`config.mk`:
```
export PLATFORM = sky130hd
export DESIGN_NAME = mbsc_exec
export DESIGN_NICKNAME = d
export VERILOG_FILES = /design/src/mbsc_pkg.sv /design/src/mbsc_exec.sv /design/src/mbsc_stack.sv
export SDC_FILE = /design/constraint.sdc
export NUM_CORES = 1
export LEC_CHECK = 0
export BUFFER_PORTS_ARGS = -buffer_cell sky130_fd_sc_hd__buf_2
export CORE_ASPECT_RATIO = 1.25
export CORE_MARGIN = 2
export CORE_UTILIZATION = 25
export CTS_CLUSTER_SIZE = 14
export DETAILED_ROUTE_END_ITERATION = 10
export GPL_TIMING_DRIVEN = 0
export PLACE_DENSITY = 0.47
export SLEW_MARGIN = 10
export SYNTH_ARGS = -nofsm -noshare
export SYNTH_HDL_FRONTEND = slang
export SYNTH_SLANG_ARGS = --single-unit
```
`constraint.sdc`:
```
create_clock -name i_mclk -period 3.15 [get_ports i_mclk]
set_clock_uncertainty 0.15 [all_clocks]
set_input_delay 0.1575 -clock i_mclk [delete_from_list [all_inputs] [get_ports i_mclk]]
set_output_delay 0.1575 -clock i_mclk [all_outputs]
set_load 0.005 [all_outputs]
```
`src/mbsc_pkg.sv`:
```
// mbsc_pkg: shared types and constants for the bit-op / skip / call unit
// assumes a core that presents one decoded instruction per cycle
package mbsc_pkg;
    localparam int MBSC_PC_W = 10;
    localparam int MBSC_SP_W = 3;
    localparam int MBSC_STACK_DEPTH = 8;
    localparam logic [9:0] MBSC_PC_RST = 10'h000;
    localparam logic [7:0] MBSC_ACC_RST = 8'h00;
    localparam logic [2:0] MBSC_SP_RST = 3'h0;
    localparam logic [9:0] MBSC_PC_ONE = 10'h001;
    localparam logic [2:0] MBSC_SP_ONE = 3'h1;

    typedef enum logic [5:0] {
        MBSC_OP_NONE = 6'h01,
        MBSC_OP_AND_LITERAL_INTO_ACC = 6'h02,
        MBSC_OP_FILE_BIT_SET = 6'h04,
        MBSC_OP_BIT_TEST_SKIP_CLEAR = 6'h08,
        MBSC_OP_BIT_TEST_SKIP_SET = 6'h10,
        MBSC_OP_CALL = 6'h20
    } mbsc_op_t;

    // no op code of its own for the accumulator call: MBSC_OP_CALL with call_via_accumulator set
    typedef struct packed {
        logic valid;
        mbsc_op_t op;
        logic call_via_accumulator;
        logic [7:0] literal;
        logic [5:0] file_addr;
        logic [2:0] bit_sel;
    } mbsc_instr_t;

    typedef struct packed {
        logic we;
        logic [5:0] addr;
        logic [7:0] data;
    } mbsc_file_wr_t;

    // accumulator loads issued by the core's other instructions
    typedef struct packed {
        logic we;
        logic [7:0] data;
    } mbsc_acc_wr_t;

    typedef enum logic [1:0] {
        MBSC_ST_EXEC = 2'h1,
        MBSC_ST_BUBBLE = 2'h2
    } mbsc_state_t;
endpackage

```
`src/mbsc_exec.sv`:
```
// mbsc_exec: execute stage for and-literal, bit set, bit test/skip, calls
// assumes the register file is read combinationally into i_file_rdata
// and that fetch honours o_discard by replacing the next word with a nop
`timescale 1ns/1ps
`default_nettype none
// Overview of operation
// - and literal into accumulator, zero flag only
// - set chosen file bit, flags untouched
// - skip next when tested bit is zero
// - skip next when tested bit is one
// - skipped word becomes nop, two cycles
// - calls push program counter plus one
// - direct call: high buffer bits, literal
// - accumulator call: table pointer bits, accumulator
module mbsc_exec
    import mbsc_pkg::*;
(
    input wire logic i_mclk,
    input wire logic i_rst_n,
    input wire logic i_ce,
    input wire mbsc_pkg::mbsc_instr_t i_instr,
    input wire mbsc_pkg::mbsc_acc_wr_t i_acc_wr,
    input wire logic [7:0] i_file_rdata,
    input wire logic [7:0] i_pc_high_buffer,
    input wire logic [7:0] i_table_high_pointer,
    input wire logic [9:0] i_program_counter,
    output logic [7:0] o_accumulator,
    output logic o_zero_flag,
    output logic o_zero_we,
    output mbsc_pkg::mbsc_file_wr_t o_file_wr,
    output logic o_discard,
    output logic o_pc_load,
    output logic [9:0] o_program_counter,
    output logic o_busy,
    output logic [2:0] o_stack_ptr,
    output logic [9:0] o_stack_top
);
    import mbsc_pkg::*;

    // ------------------------------------------------------------
    // decode
    // ------------------------------------------------------------
    mbsc_state_t state_q;
    mbsc_state_t state_d;
    logic go;
    logic is_and;
    logic is_bset;
    logic is_skc;
    logic is_sks;
    logic is_call;
    logic tested_bit;
    logic skip;
    logic [7:0] and_res;
    logic [7:0] bit_mask;
    logic [9:0] call_target;
    logic [9:0] ret_addr;

    function automatic logic [7:0] onehot8(input logic [2:0] sel);
        onehot8 = 8'h01 << sel;
    endfunction

    // a discarded word arrives during the bubble and must not execute
    assign go = i_ce && i_instr.valid && state_q == MBSC_ST_EXEC;
    assign is_and = go && i_instr.op == MBSC_OP_AND_LITERAL_INTO_ACC;
    assign is_bset = go && i_instr.op == MBSC_OP_FILE_BIT_SET;
    assign is_skc = go && i_instr.op == MBSC_OP_BIT_TEST_SKIP_CLEAR;
    assign is_sks = go && i_instr.op == MBSC_OP_BIT_TEST_SKIP_SET;
    assign is_call = go && i_instr.op == MBSC_OP_CALL;
    assign bit_mask = onehot8(i_instr.bit_sel);
    assign tested_bit = |(i_file_rdata & bit_mask);
    assign skip = (is_skc && !tested_bit) || (is_sks && tested_bit);
    assign and_res = o_accumulator & i_instr.literal;
    assign call_target = i_instr.call_via_accumulator
        ? {i_table_high_pointer[1:0], o_accumulator}
        : {i_pc_high_buffer[1:0], i_instr.literal};
    assign ret_addr = i_program_counter + MBSC_PC_ONE;

    // ------------------------------------------------------------
    // sequencing: skips and calls both spend one bubble cycle
    // ------------------------------------------------------------
    always_comb
    begin
        state_d = state_q;
        unique case (state_q)
            MBSC_ST_EXEC:
                if (skip || is_call)
                    state_d = MBSC_ST_BUBBLE;
            MBSC_ST_BUBBLE:
                if (i_ce)
                    state_d = MBSC_ST_EXEC;
            default:
                state_d = MBSC_ST_EXEC;
        endcase
    end

    always_ff @(posedge i_mclk)
    begin
        if (!i_rst_n)
            state_q <= MBSC_ST_EXEC;
        else if (i_ce)
            state_q <= state_d;
    end

    // ------------------------------------------------------------
    // accumulator and flags
    // ------------------------------------------------------------
    always_ff @(posedge i_mclk)
    begin
        if (!i_rst_n)
        begin
            o_accumulator <= MBSC_ACC_RST;
            o_zero_flag <= 1'b0;
            o_zero_we <= 1'b0;
        end
        else if (i_ce)
        begin
            o_zero_we <= is_and;
            if (is_and)
            begin
                o_accumulator <= and_res;
                o_zero_flag <= and_res == 8'h00;
            end
            // loads from other units; an and-literal in the same cycle wins
            else if (i_acc_wr.we)
                o_accumulator <= i_acc_wr.data;
        end
    end

    // ------------------------------------------------------------
    // file write, skip and program counter outputs
    // ------------------------------------------------------------
    always_ff @(posedge i_mclk)
    begin
        if (!i_rst_n)
        begin
            o_file_wr <= '0;
            o_discard <= 1'b0;
            o_pc_load <= 1'b0;
            o_program_counter <= MBSC_PC_RST;
            o_busy <= 1'b0;
        end
        else if (i_ce)
        begin
            o_file_wr.we <= is_bset;
            o_file_wr.addr <= i_instr.file_addr;
            o_file_wr.data <= i_file_rdata | bit_mask;
            o_discard <= skip;
            o_pc_load <= is_call;
            o_busy <= state_d == MBSC_ST_BUBBLE;
            if (is_call)
                o_program_counter <= call_target;
        end
    end

    // ------------------------------------------------------------
    // return stack
    // ------------------------------------------------------------
    logic [2:0] sp_w;
    logic [9:0] top_w;

    mbsc_stack u_stack (
        .i_mclk(i_mclk),
        .i_rst_n(i_rst_n),
        .i_ce(i_ce),
        .i_push(is_call),
        .i_ret_addr(ret_addr),
        .o_sp(sp_w),
        .o_top(top_w)
    );

    // mirror pointer and top into flops so outputs stay registered;
    // the top only follows pushes, since empty slots carry no reset value
    always_ff @(posedge i_mclk)
    begin
        if (!i_rst_n)
        begin
            o_stack_ptr <= MBSC_SP_RST;
            o_stack_top <= MBSC_PC_RST;
        end
        else if (i_ce)
        begin
            o_stack_ptr <= is_call ? sp_w + MBSC_SP_ONE : sp_w;
            if (is_call)
                o_stack_top <= ret_addr;
        end
    end
endmodule
`default_nettype wire

```
`src/mbsc_stack.sv`:
```
// mbsc_stack: hardware return stack, push only from this unit
// assumes pops are handled elsewhere in the core
`timescale 1ns/1ps
`default_nettype none
module mbsc_stack
    import mbsc_pkg::*;
(
    input wire logic i_mclk,
    input wire logic i_rst_n,
    input wire logic i_ce,
    input wire logic i_push,
    input wire logic [9:0] i_ret_addr,
    output logic [2:0] o_sp,
    output logic [9:0] o_top
);
    logic [9:0] slot_q [MBSC_STACK_DEPTH];
    logic [2:0] sp_q;
    logic [2:0] sp_d;

    assign sp_d = i_push ? sp_q + MBSC_SP_ONE : sp_q;
    assign o_sp = sp_q;
    assign o_top = slot_q[sp_q - MBSC_SP_ONE];

    always_ff @(posedge i_mclk)
    begin
        if (!i_rst_n)
            sp_q <= MBSC_SP_RST;
        else if (i_ce)
            sp_q <= sp_d;
    end

    // slots carry no reset: contents are meaningless until pushed
    always_ff @(posedge i_mclk)
    begin
        if (i_ce && i_push)
            slot_q[sp_q] <= i_ret_addr;
    end
endmodule
`default_nettype wire
```
==> impl_metrics.csv, run 1 <==
group,metric,value,unit
run_status,status,"finished clean",
setup_path,crit_type,"reg2reg",
setup_path,reg2regPathDepth,8,
setup_path,worstPathRequired,3.15,ns
sta,post-route-period-util,0.6691,
logic_synthesis,ys_seq_elements,53,
logic_synthesis,synth_area,2659,um^2
placed_design,place_ws,0.9517,ns
logic_synthesis,synth_nets,371,
logic_synthesis,synth.distinct_cells,47,
detailed_routing,remaining_drc_errors,0,
global_route,grt_pass1_wl,12970,um
die,die_x,96.24,um
logic_synthesis,synth_top_area_cell,"dfxtp_1",
global_route,grt_pass1_vias,2519,
pwr,ir_drop,184.7,uV
sta,whs,0.003685,ns
logic_synthesis,syn_inst,296,
global_route,grt.total_usage,0.1469,
cells_and_area,num-nets-final,492,
global_route,grt_max_degree,15,
cells_and_area,drive_above_1_share,0.3149,
global_route,antenna_found_initial,0,
cells_and_area,diodes,0,
sta,slew_headroom,0.4853,
logic_synthesis,synth-edff-count,0,
sta,rsz0062_at_grt,"false",
global_route,gr-total-overflow,0,
clock_network,cts_setup_buffers,0,
placed_design,io_buffers,103,
clock_network,path_clk_slew,0.07,ns
clock_network,cts_root_buffer,"clkbuf_16",
die,initial_core_util,0.2542,
logic_synthesis,synth_top_cell_area_share,0.3991,
sta,setup_tns,0,ns
setup_path,critPathMaxFanout,10,
worst_hold_path,hold_class,"in2reg",
die,die_y,119.3,um
pwr,intPower,1.075,mW
detailed_routing,firstDrtPassIters,4,
clock_network,cts_max_path_buffers,2,
placed_design,gp_congestion,0.7631,
detailed_routing,vias_per_cell,4.788,
detailed_routing,wirelength,8276,um
logic_synthesis,yosysSeqAreaShare,0.3991,
detailed_routing,detail_route.wl_per_cell,15.10,um
clock_network,cts-buffers-inserted,5,
pwr,cellLeakagePower,1.665,nW
sta,fmax,0.4745,GHz
detailed_routing,via_count,2624,
pwr,p_switching,0.3701,mW
detailed_routing,drtAntennaViolNets,0,
pwr,power_density,403.8,nW/um^2
pwr,seqPwrFrac,0.490,
setup_path,crit_path_end_kind,"flip-flop",
sta,final-setup-viol-count,0,
sta,period_needed,2.108,ns
logic_synthesis,ys.flop_type,"dfxtp_1",
die,coreArea,10460,um^2
clock_network,htreeDepth,2,
logic_synthesis,yosysMostFrequentCell,"dfxtp_1",
pwr,power_frac_clock,0.363,
sta,fin_ws,1.042,ns
sta,slew_viol_final,0,
clock_network,clk-insertion-delay-late,0.29,ns
pwr,pwr-share-comb,0.147,
die,rows,42,
setup_path,worstPathArrival,2.11,ns
sta,worstMarginPinSlew,0.7720,ns
cells_and_area,final_core_util,0.3423,
cells_and_area,area_delta_synth_final,34.64,%
logic_synthesis,yosys-top-cells-count,"53 x dfxtp_1, 27 x nor2_1, 25 x a21oi_1",
die,die-area,11480,um^2
run,drv_cap,0,
logic_synthesis,yosysWarningCount,0,
pwr,p_sw_frac,0.2560,
setup_path,rrSetupSlack,1.04,ns
placed_design,place_hpwl,6308,um
sta,hold_violations,0,
logic_synthesis,synthArstFlopShare,0,
logic_synthesis,synth_area_per_cell,8.982,um^2
clock_network,clock-sinks,53,
logic_synthesis,synth_area_leaders,"dfxtp_1 40%, a21oi_1 4.7%, mux2i_1 4.5%",
detailed_routing,drt_iter0_markers,115,
worst_hold_path,min_path_cells,3,
setup_path,start_kind,"flip-flop",
clock_network,cts_tree,"yes",
cells_and_area,fill_cells,1123,
pwr,p_total,1.445,mW
die,ios,122,
-- layout by cell type (no fill, tap or decap), types with 11 or more instances in the layout --
master         instances
nand2_1               12
inv_1                 16
dlygate4sd3_1         11
clkbuf_1              11
buf_2                106
mux2i_1               12
o21ai_0               19
nor2_1                27
a21oi_1               25
nand3_1               14
dfxtp_1               53
-- power groups by stage --
stage	sequential, mW	combinational [mW]	clock [mW]
final	0.708	0.213	0.525
after floorplan	0.722	0.107	0
after global routing	0.710	0.237	0.576
after global placement	0.723	0.201	0
after CTS	0.707	0.214	0.552
after detailed placement	0.723	0.203	0
-- timing repair --
| item | in CTS | in global routing |
|---|---|---|
| hold endpoints to repair | 11 | 0 |
| resized for setup | 0 | 0 |
| hold buffers | 11 | 0 |
-- kinds of logic after synthesis --
kind of cell | share of synthesized area
buffers and inverters | 0.07058
adders and majority gates | 0.01882
muxes | 0.07059
DFF | 0.3991
AOI/OAI and AO/OA | 0.2612
xor gates and xnor gates | 0.03623
and+or+nand+nor | 0.1435
-- final cells by class --
class | count | area, um^2 | area share
Multi-Input combinational cell | 203 | 1410 | 0.3939
Sequential cell | 53 | 1061 | 0.2964
Timing Repair Buffer | 114 | 625.6 | 0.1748
Tap cell | 132 | 165.2 | 0.04614
Buffer | 24 | 127.6 | 0.03565
Clock buffer | 5 | 125.1 | 0.03495
Inverter | 16 | 60.06 | 0.01678
Clock inverter | 1 | 5.005 | 0.001398
-- worst max-delay path: stages (launching register included) --
cell and delay, ns:
dfxtp_1 0.40, ha_1 0.22, and4b_1 0.20, buf_2 0.19, and4_1 0.23, buf_4 0.18
buf_6 0.16, mux2i_1 0.19, nor2_1 0.05
-- metal layers --
metal | wire length (um) | vias up | global-route usage
met4 | 142 | 0 | 0.05000
li1 | - | 1316 | -
met3 | 476 | 8 | 0.02846
met5 | 0 | - | 0
met1 | 3557 | 1219 | 0.1864
met2 | 4100 | 81 | 0.2448
-- registers in the layout, summed over array words and instances (netlist names), 2 cells and up --
register,count
o_file_wr,15
o_program_counter,10
o_stack_top,10
o_accumulator,8
u_stack.o_sp,3
state_q,2
-- worst paths after layout --
kind	end	from
min	o_file_wr[5]$_SDFFE_PN0P_	i_file_rdata[5]
max	u_stack.o_sp[1]$_SDFFE_PN0P_	state_q[0]$_SDFFE_PN1P_
min reg2reg	o_zero_we$_SDFFE_PN0P_	o_zero_we$_SDFFE_PN0P_
max reg2reg	u_stack.o_sp[1]$_SDFFE_PN0P_	state_q[0]$_SDFFE_PN1P_
-- per-stage QoR --
step / instance area, um^2 / instances
after global routing: 3580 / 548
after floorplan: 2659 / 296
after detailed placement: 3339 / 531
after global placement: 3339 / 531
final: 3580 / 548
after CTS: 3580 / 548
Power figures use the tool's default switching activity.
==> run 2: changes to the inputs <==
Settings changed: PLACE_DENSITY 0.47 to 0.49.
Clock period 3.15 ns to 1.9 ns, I/O delays scaled along.
==> run 2 against run 1 <==
Against the previous run: hold slack gained 0.0083 ns; first-iteration DRC count fell by 6.1%; clock power up 70%; register-to-register slack worse by 0.98 ns; sequential share of layout area is 1.7 points lower; critical path depth up 1; sequential cell count unchanged; final area is 6.4% higher; global-route usage grew 0.61 points; fmax grew 15%; sequential power up 65%; critical path type unchanged; largest cell class unchanged; largest power group unchanged.
==> impl_metrics.csv, run 2 (synthesized netlist as in run 1, its figures left out) <==
group,metric,value,unit
die,die_x,96.24,um
cells_and_area,diodes,0,
sta,slew_headroom,0.4966,
die,die_y,119.3,um
detailed_routing,drt_iter0_markers,108,
cells_and_area,multiInputGateArea,1438,um^2
setup_path,worstPathArrival,1.85,ns
die,initial_core_util,0.2542,
setup_path,critPathMaxFanout,7,
placed_design,place_hpwl,6328,um
setup_path,crit_path_end_kind,"flip-flop",
setup_path,start_kind,"flip-flop",
setup_path,rrSetupSlack,0.07,ns
clock_network,cts_root_buffer,"clkbuf_16",
cells_and_area,final_core_util,0.3641,
global_route,grt.total_usage,0.1529,
global_route,gr-total-overflow,0,
sta,setup_tns,0,ns
cells_and_area,top_regs,"o_file_wr: 15 flops, o_program_counter: 10 flops, o_stack_top: 10 flops",
placed_design,io_buffers,103,
clock_network,clk-insertion-delay-late,0.29,ns
run,drv_cap,0,
sta,fmax,0.5456,GHz
setup_path,critPathMaxStageDelay,0.32,ns
cells_and_area,final_cell_mix,"104 x buf_2, 51 x dfxtp_1, 27 x nor2_1",
detailed_routing,remaining_drc_errors,0,
setup_path,worstPathCellList,"inv_2 -> ha_4 -> and4b_1 -> buf_6 -> and4_4 -> buf_8 -> buf_8 -> mux2i_2 -> nor2_1",
sta,worstMarginPinSlew,0.7551,ns
die,ios,122,
clock_network,path_clk_slew,0.07,ns
die,rows,42,
pwr,cellLeakagePower,1.762,nW
sta,post-route-period-util,0.9647,
detailed_routing,via_count,2743,
die,die-area,11480,um^2
worst_hold_path,min_path_cells,3,
die,coreArea,10460,um^2
sta,period_needed,1.833,ns
global_route,grt_pass1_wl,13570,um
pwr,power_density,641.3,nW/um^2
placed_design,place_inst,531,
sta,final-setup-viol-count,0,
sta,rsz0062_at_grt,"true",
global_route,grt_max_degree,16,
setup_path,r2r-end,"o_stack_top[1]$_SDFFE_PN0P_",
worst_hold_path,hold_class,"in2reg",
clock_network,clock-sinks,53,
global_route,grt_pass1_vias,2696,
cells_and_area,fill_cells,1108,
cells_and_area,mostFrequentLayoutCell,"buf_2",
setup_path,cp_slowest_cell,"dfxtp_2",
run_status,status,"finished clean",
pwr,ir_drop,346.9,uV
sta,hold_violations,0,
cells_and_area,finalNonFillerCells,566,
detailed_routing,firstDrtPassIters,4,
cells_and_area,num-nets-final,508,
clock_network,htreeDepth,2,
clock_network,cts_tree,"yes",
cells_and_area,drive_above_1_share,0.3387,
global_route,antenna_found_initial,0,
detailed_routing,vias_per_cell,4.846,
setup_path,reg2regPathDepth,9,
worst_hold_path,min_to,"o_stack_top[5]$_SDFFE_PN0P_",
cells_and_area,largest_register_ff_count,15,
clock_network,cts_max_path_buffers,2,
detailed_routing,drtAntennaViolNets,0,
worst_hold_path,holdCritStartpoint,"i_program_counter[5]",
clock_network,cts-buffers-inserted,5,
cells_and_area,regArea,1064,um^2
pwr,p_total,2.442,mW
setup_path,worstPathRequired,1.91,ns
sta,slew_viol_final,0,
setup_path,path_common_cell,"buf_8",
setup_path,crit_type,"reg2reg",
setup_path,r2r-start,"state_q[1]$_SDFFE_PN0P_",
cells_and_area,area_delta_synth_final,43.20,%
detailed_routing,wirelength,8540,um
placed_design,gp_congestion,0.7798,
detailed_routing,detail_route.wl_per_cell,15.09,um
cells_and_area,largest-register,"o_file_wr",
[run 2: worst max-delay path: cells and delay by family (launching register included)]
kind                     cells  cell delay (ns)
adder cells (fa/ha/maj)      1             0.12
buffers and inverters        4             0.44
flip-flops                   1             0.32
multiplexers                 1             0.19
AND/OR/NAND/NOR              3             0.47
[run 2: worst max-delay path by stage]
stage,startpoint,endpoint,slack (ns),depth (start not counted)
after global routing,state_q[1]$_SDFFE_PN0P_,o_stack_top[1]$_SDFFE_PN0P_,-0.04,9
after global placement,i_rst_n,o_file_wr[14]$_SDFFE_PN0P_,-0.18,5
after floorplan,state_q[1]$_SDFFE_PN0P_,o_program_counter[0]$_SDFFE_PN0P_,0.07,8
final,state_q[1]$_SDFFE_PN0P_,o_stack_top[1]$_SDFFE_PN0P_,0.07,9
after CTS,state_q[1]$_SDFFE_PN0P_,o_accumulator[7]$_SDFFE_PN0P_,0.04,8
after detailed placement,i_rst_n,o_file_wr[9]$_SDFFE_PN0P_,-0.20,5
[run 2: layer usage]
metal,part of all wire,vias up,track usage
met2,0.50,95,0.2622
met5,0,-,0
met1,0.42,1285,0.1859
met4,0.024,0,0.05893
met3,0.063,13,0.02720
li1,-,1350,-
[run 2: what timing repair did]
item | in CTS | in global routing
hold buffers | 21 | 0
resized for setup | 11 | 5
hold endpoints to repair | 18 | 0
pin swaps | 1 | 1
cloned | 1 | 0
setup buffers | 5 | 1
setup endpoints to repair | 34 | 35
[run 2: final cells by class]
class	count	share of cell area
Multi-Input combinational cell	203	0.3776
Buffer	23	0.03779
Tap cell	132	0.04338
Clock buffer	6	0.03385
Inverter	16	0.01577
Timing Repair Buffer	131	0.2097
Sequential cell	53	0.2793
Clock inverter	2	0.002629
[run 2: report_power, final]
part / switching [mW] / internal, mW / total, mW / leakage, nW
Combinational: 0.193 / 0.183 / 0.376 / 1.26
Clock: 0.406 / 0.485 / 0.892 / 0.0706
Sequential: 0.0280 / 1.15 / 1.17 / 0.432
[run 2: per-stage QoR]
step                hold slack (ns)  area (um^2)  setup slack [ns]
floorplan                   0.03737         2659           0.06540
global placement             0.1799         3339           -0.1816
detailed placement           0.1912         3339           -0.1951
CTS                        0.004019         3781           0.03728
global route                0.03022         3807          -0.03831
finish                      0.01200         3807           0.06703
==> run 3: changes to the inputs <==
Settings changed: CELL_PAD_IN_SITES_DETAIL_PLACEMENT set to 0, CELL_PAD_IN_SITES_GLOBAL_PLACEMENT set to 1, PLACE_DENSITY 0.49 to 0.64.
==> run 3 against run 2 <==
Against the previous run: critical path depth unchanged; sequential power about the same; fmax decreased by 0.69%; hold slack about the same; total power increased by 7.5%; worst setup slack got worse by 0.013 ns; combinational power about the same; final cell count increased by 0.71%; utilization increased by 0.57 points; register-to-register slack about the same; critical endpoint is now u_stack.o_sp[2]$_SDFFE_PN0P_; first-iteration DRC count decreased by 26%.
==> impl_metrics.csv, run 3 (synthesized netlist as in run 1, its figures left out) <==
group,metric,value,unit
sta,fin_ws,0.05425,ns
global_route,grt_util_met3,0.03605,
setup_path,start_kind,"flip-flop",
placed_design,gp_congestion,0.7383,
placed_design,io_buffers,103,
setup_path,worstPathRequired,1.97,ns
sta,whs,0.01235,ns
clock_network,clock-sinks,53,
placed_design,place_inst,531,
setup_path,worstPathArrival,1.92,ns
detailed_routing,firstDrtPassIters,4,
pwr,cellLeakagePower,1.791,nW
placed_design,place_ws,-0.3403,ns
worst_hold_path,min_path_cells,3,
detailed_routing,drtAntennaViolNets,0,
detailed_routing,detail_route.wl_per_cell,14.97,um
global_route,gr-total-overflow,0,
sta,fmax,0.5418,GHz
detailed_routing,remaining_drc_errors,0,
global_route,grt_pass1_wl,13370,um
sta,worstMarginPinSlew,0.6424,ns
cells_and_area,largest-register,"o_file_wr",
cells_and_area,final_cell_mix,"104 x buf_2, 51 x dfxtp_1, 27 x nor2_1",
clock_network,clk-insertion-delay-late,0.29,ns
detailed_routing,via_count,2669,
die,die_y,119.3,um
cells_and_area,top_regs,"o_file_wr: 15 flops, o_program_counter: 10 flops, o_stack_top: 10 flops",
cells_and_area,finalInstanceArea,3867,um^2
sta,period_needed,1.846,ns
clock_network,cts-buffers-inserted,5,
setup_path,critPathMaxStageDelay,0.34,ns
clock_network,cts_max_path_buffers,2,
placed_design,dpl_cell_area,3339,um^2
cells_and_area,diodes,0,
worst_hold_path,min_to,"o_stack_top[5]$_SDFFE_PN0P_",
setup_path,crit_type,"reg2reg",
cells_and_area,largest_register_ff_count,15,
clock_network,cts_root_buffer,"clkbuf_16",
sta,final-setup-viol-count,0,
clock_network,htreeDepth,2,
sta,rsz0062_at_grt,"true",
setup_path,reg2regPathDepth,9,
cells_and_area,finalNonFillerCells,570,
die,rows,42,
setup_path,crit_path_end_kind,"flip-flop",
detailed_routing,drt_iter0_markers,80,
detailed_routing,vias_per_cell,4.682,
placed_design,place_hpwl,6336,um
setup_path,crit_buf_inv,4,
global_route,antenna_found_initial,0,
setup_path,cp_slowest_cell,"dfxtp_2",
setup_path,r2r-end,"u_stack.o_sp[2]$_SDFFE_PN0P_",
global_route,grt_pass1_vias,2642,
cells_and_area,area_delta_synth_final,45.46,%
pwr,ir_drop,355.8,uV
worst_hold_path,hold_class,"in2reg",
setup_path,path_common_cell,"buf_6",
setup_path,cp_top_family,"buffers and inverters",
global_route,grt.total_usage,0.1520,
die,die_x,96.24,um
sta,slew_headroom,0.5713,
detailed_routing,wirelength,8532,um
global_route,grt_max_degree,17,
sta,hold_violations,0,
clock_network,cts_tree,"yes",
die,coreArea,10460,um^2
global_route,top_usage_layer,"met2",
global_route,met1_usage,0.1854,
pwr,power_density,678.5,nW/um^2
sta,slew_viol_final,0,
setup_path,worstPathCellList,"inv_2 -> ha_4 -> and4b_1 -> buf_6 -> and4_1 -> buf_6 -> buf_4 -> a21bo_2 -> a21oi_2",
worst_hold_path,holdCritStartpoint,"i_program_counter[5]",
run_status,status,"finished clean",
run,drv_cap,0,
clock_network,path_clk_slew,0.07,ns
die,die-area,11480,um^2
cells_and_area,num-nets-final,512,
cells_and_area,mostFrequentLayoutCell,"buf_2",
cells_and_area,fill_cells,1098,
setup_path,critPathMaxFanout,7,
sta,post-route-period-util,0.9714,
die,ios,122,
die,initial_core_util,0.2542,
setup_path,r2r-start,"state_q[1]$_SDFFE_PN0P_",
global_route,met2_usage,0.2582,
setup_path,rrSetupSlack,0.05,ns
cells_and_area,drive_above_1_share,0.3402,
-- run 3: changes by cell type in the layout (fill, tap and decap cells not counted), sizes merged --
cell and delta:
clkinv -2, buf +3, clkinvlp +1, dlygate4sd3 +1
bufinv +1
-- run 3: layout make-up --
| type | count | area, um^2 | share of cell area |
|---|---|---|---|
| buffer | 23 | 140.1 | 0.03623 |
| timing repair buffer | 135 | 830.8 | 0.2148 |
| clock buffer | 6 | 138.9 | 0.03591 |
| inverter | 16 | 60.06 | 0.01553 |
| tap | 132 | 165.2 | 0.04270 |
| multi-input combinational | 203 | 1431 | 0.3701 |
| clock inverter | 2 | 37.54 | 0.009706 |
| sequential | 53 | 1064 | 0.2750 |
-- run 3: worst max-delay path by stage --
stage          slack (ns)               startpoint                           endpoint  cells after the start
3_5_place_dp        -0.34                  i_rst_n          o_file_wr[9]$_SDFFE_PN0P_                      5
6_report             0.05  state_q[1]$_SDFFE_PN0P_       u_stack.o_sp[2]$_SDFFE_PN0P_                      9
2_1_floorplan        0.07  state_q[1]$_SDFFE_PN0P_  o_program_counter[0]$_SDFFE_PN0P_                      8
5_1_grt             -0.05  state_q[1]$_SDFFE_PN0P_       u_stack.o_sp[1]$_SDFFE_PN0P_                      9
4_1_cts             0.004  state_q[1]$_SDFFE_PN0P_       u_stack.o_sp[1]$_SDFFE_PN0P_                      9
3_3_place_gp        -0.35                  i_rst_n      o_accumulator[7]$_SDFFE_PN0P_                      5
-- run 3: stage by stage --
stage                       util  TNS [ns]  total power, mW
after floorplan                -         0            1.374
after detailed placement  0.3193    -6.317            1.537
after global routing      0.3698   -0.1052            2.752
after global placement    0.3193    -5.959            1.534
final                     0.3698         0            2.624
after CTS                 0.3671         0            2.670
-- run 3: worst min-delay path, cell delays in order --
cell and delay (ns):
buf_2 0.11, xnor2_1 0.14, a211oi_2 0.07
-- run 3: power breakdown --
part           internal, mW  total [mW]  switching (mW)
clock                 0.658        1.07           0.415
sequential             1.15        1.17          0.0260
combinational         0.186       0.379           0.193
total                  1.99        2.62           0.634
-- run 3: per-layer routing --
| metal | vias up | share of wire |
|---|---|---|
| met5 | - | 0 |
| met4 | 0 | 0.015 |
| met3 | 7 | 0.058 |
| met2 | 72 | 0.50 |
| met1 | 1235 | 0.42 |
| li1 | 1355 | - |
-- run 3: what timing repair did --
action,CTS,global route
hold buffers,22,0
gates resized for setup,10,3
cloned,1,0
hold endpoints to repair,19,0
endpoints found under the setup margin,40,30
pin swaps,1,1
setup buffers,7,2
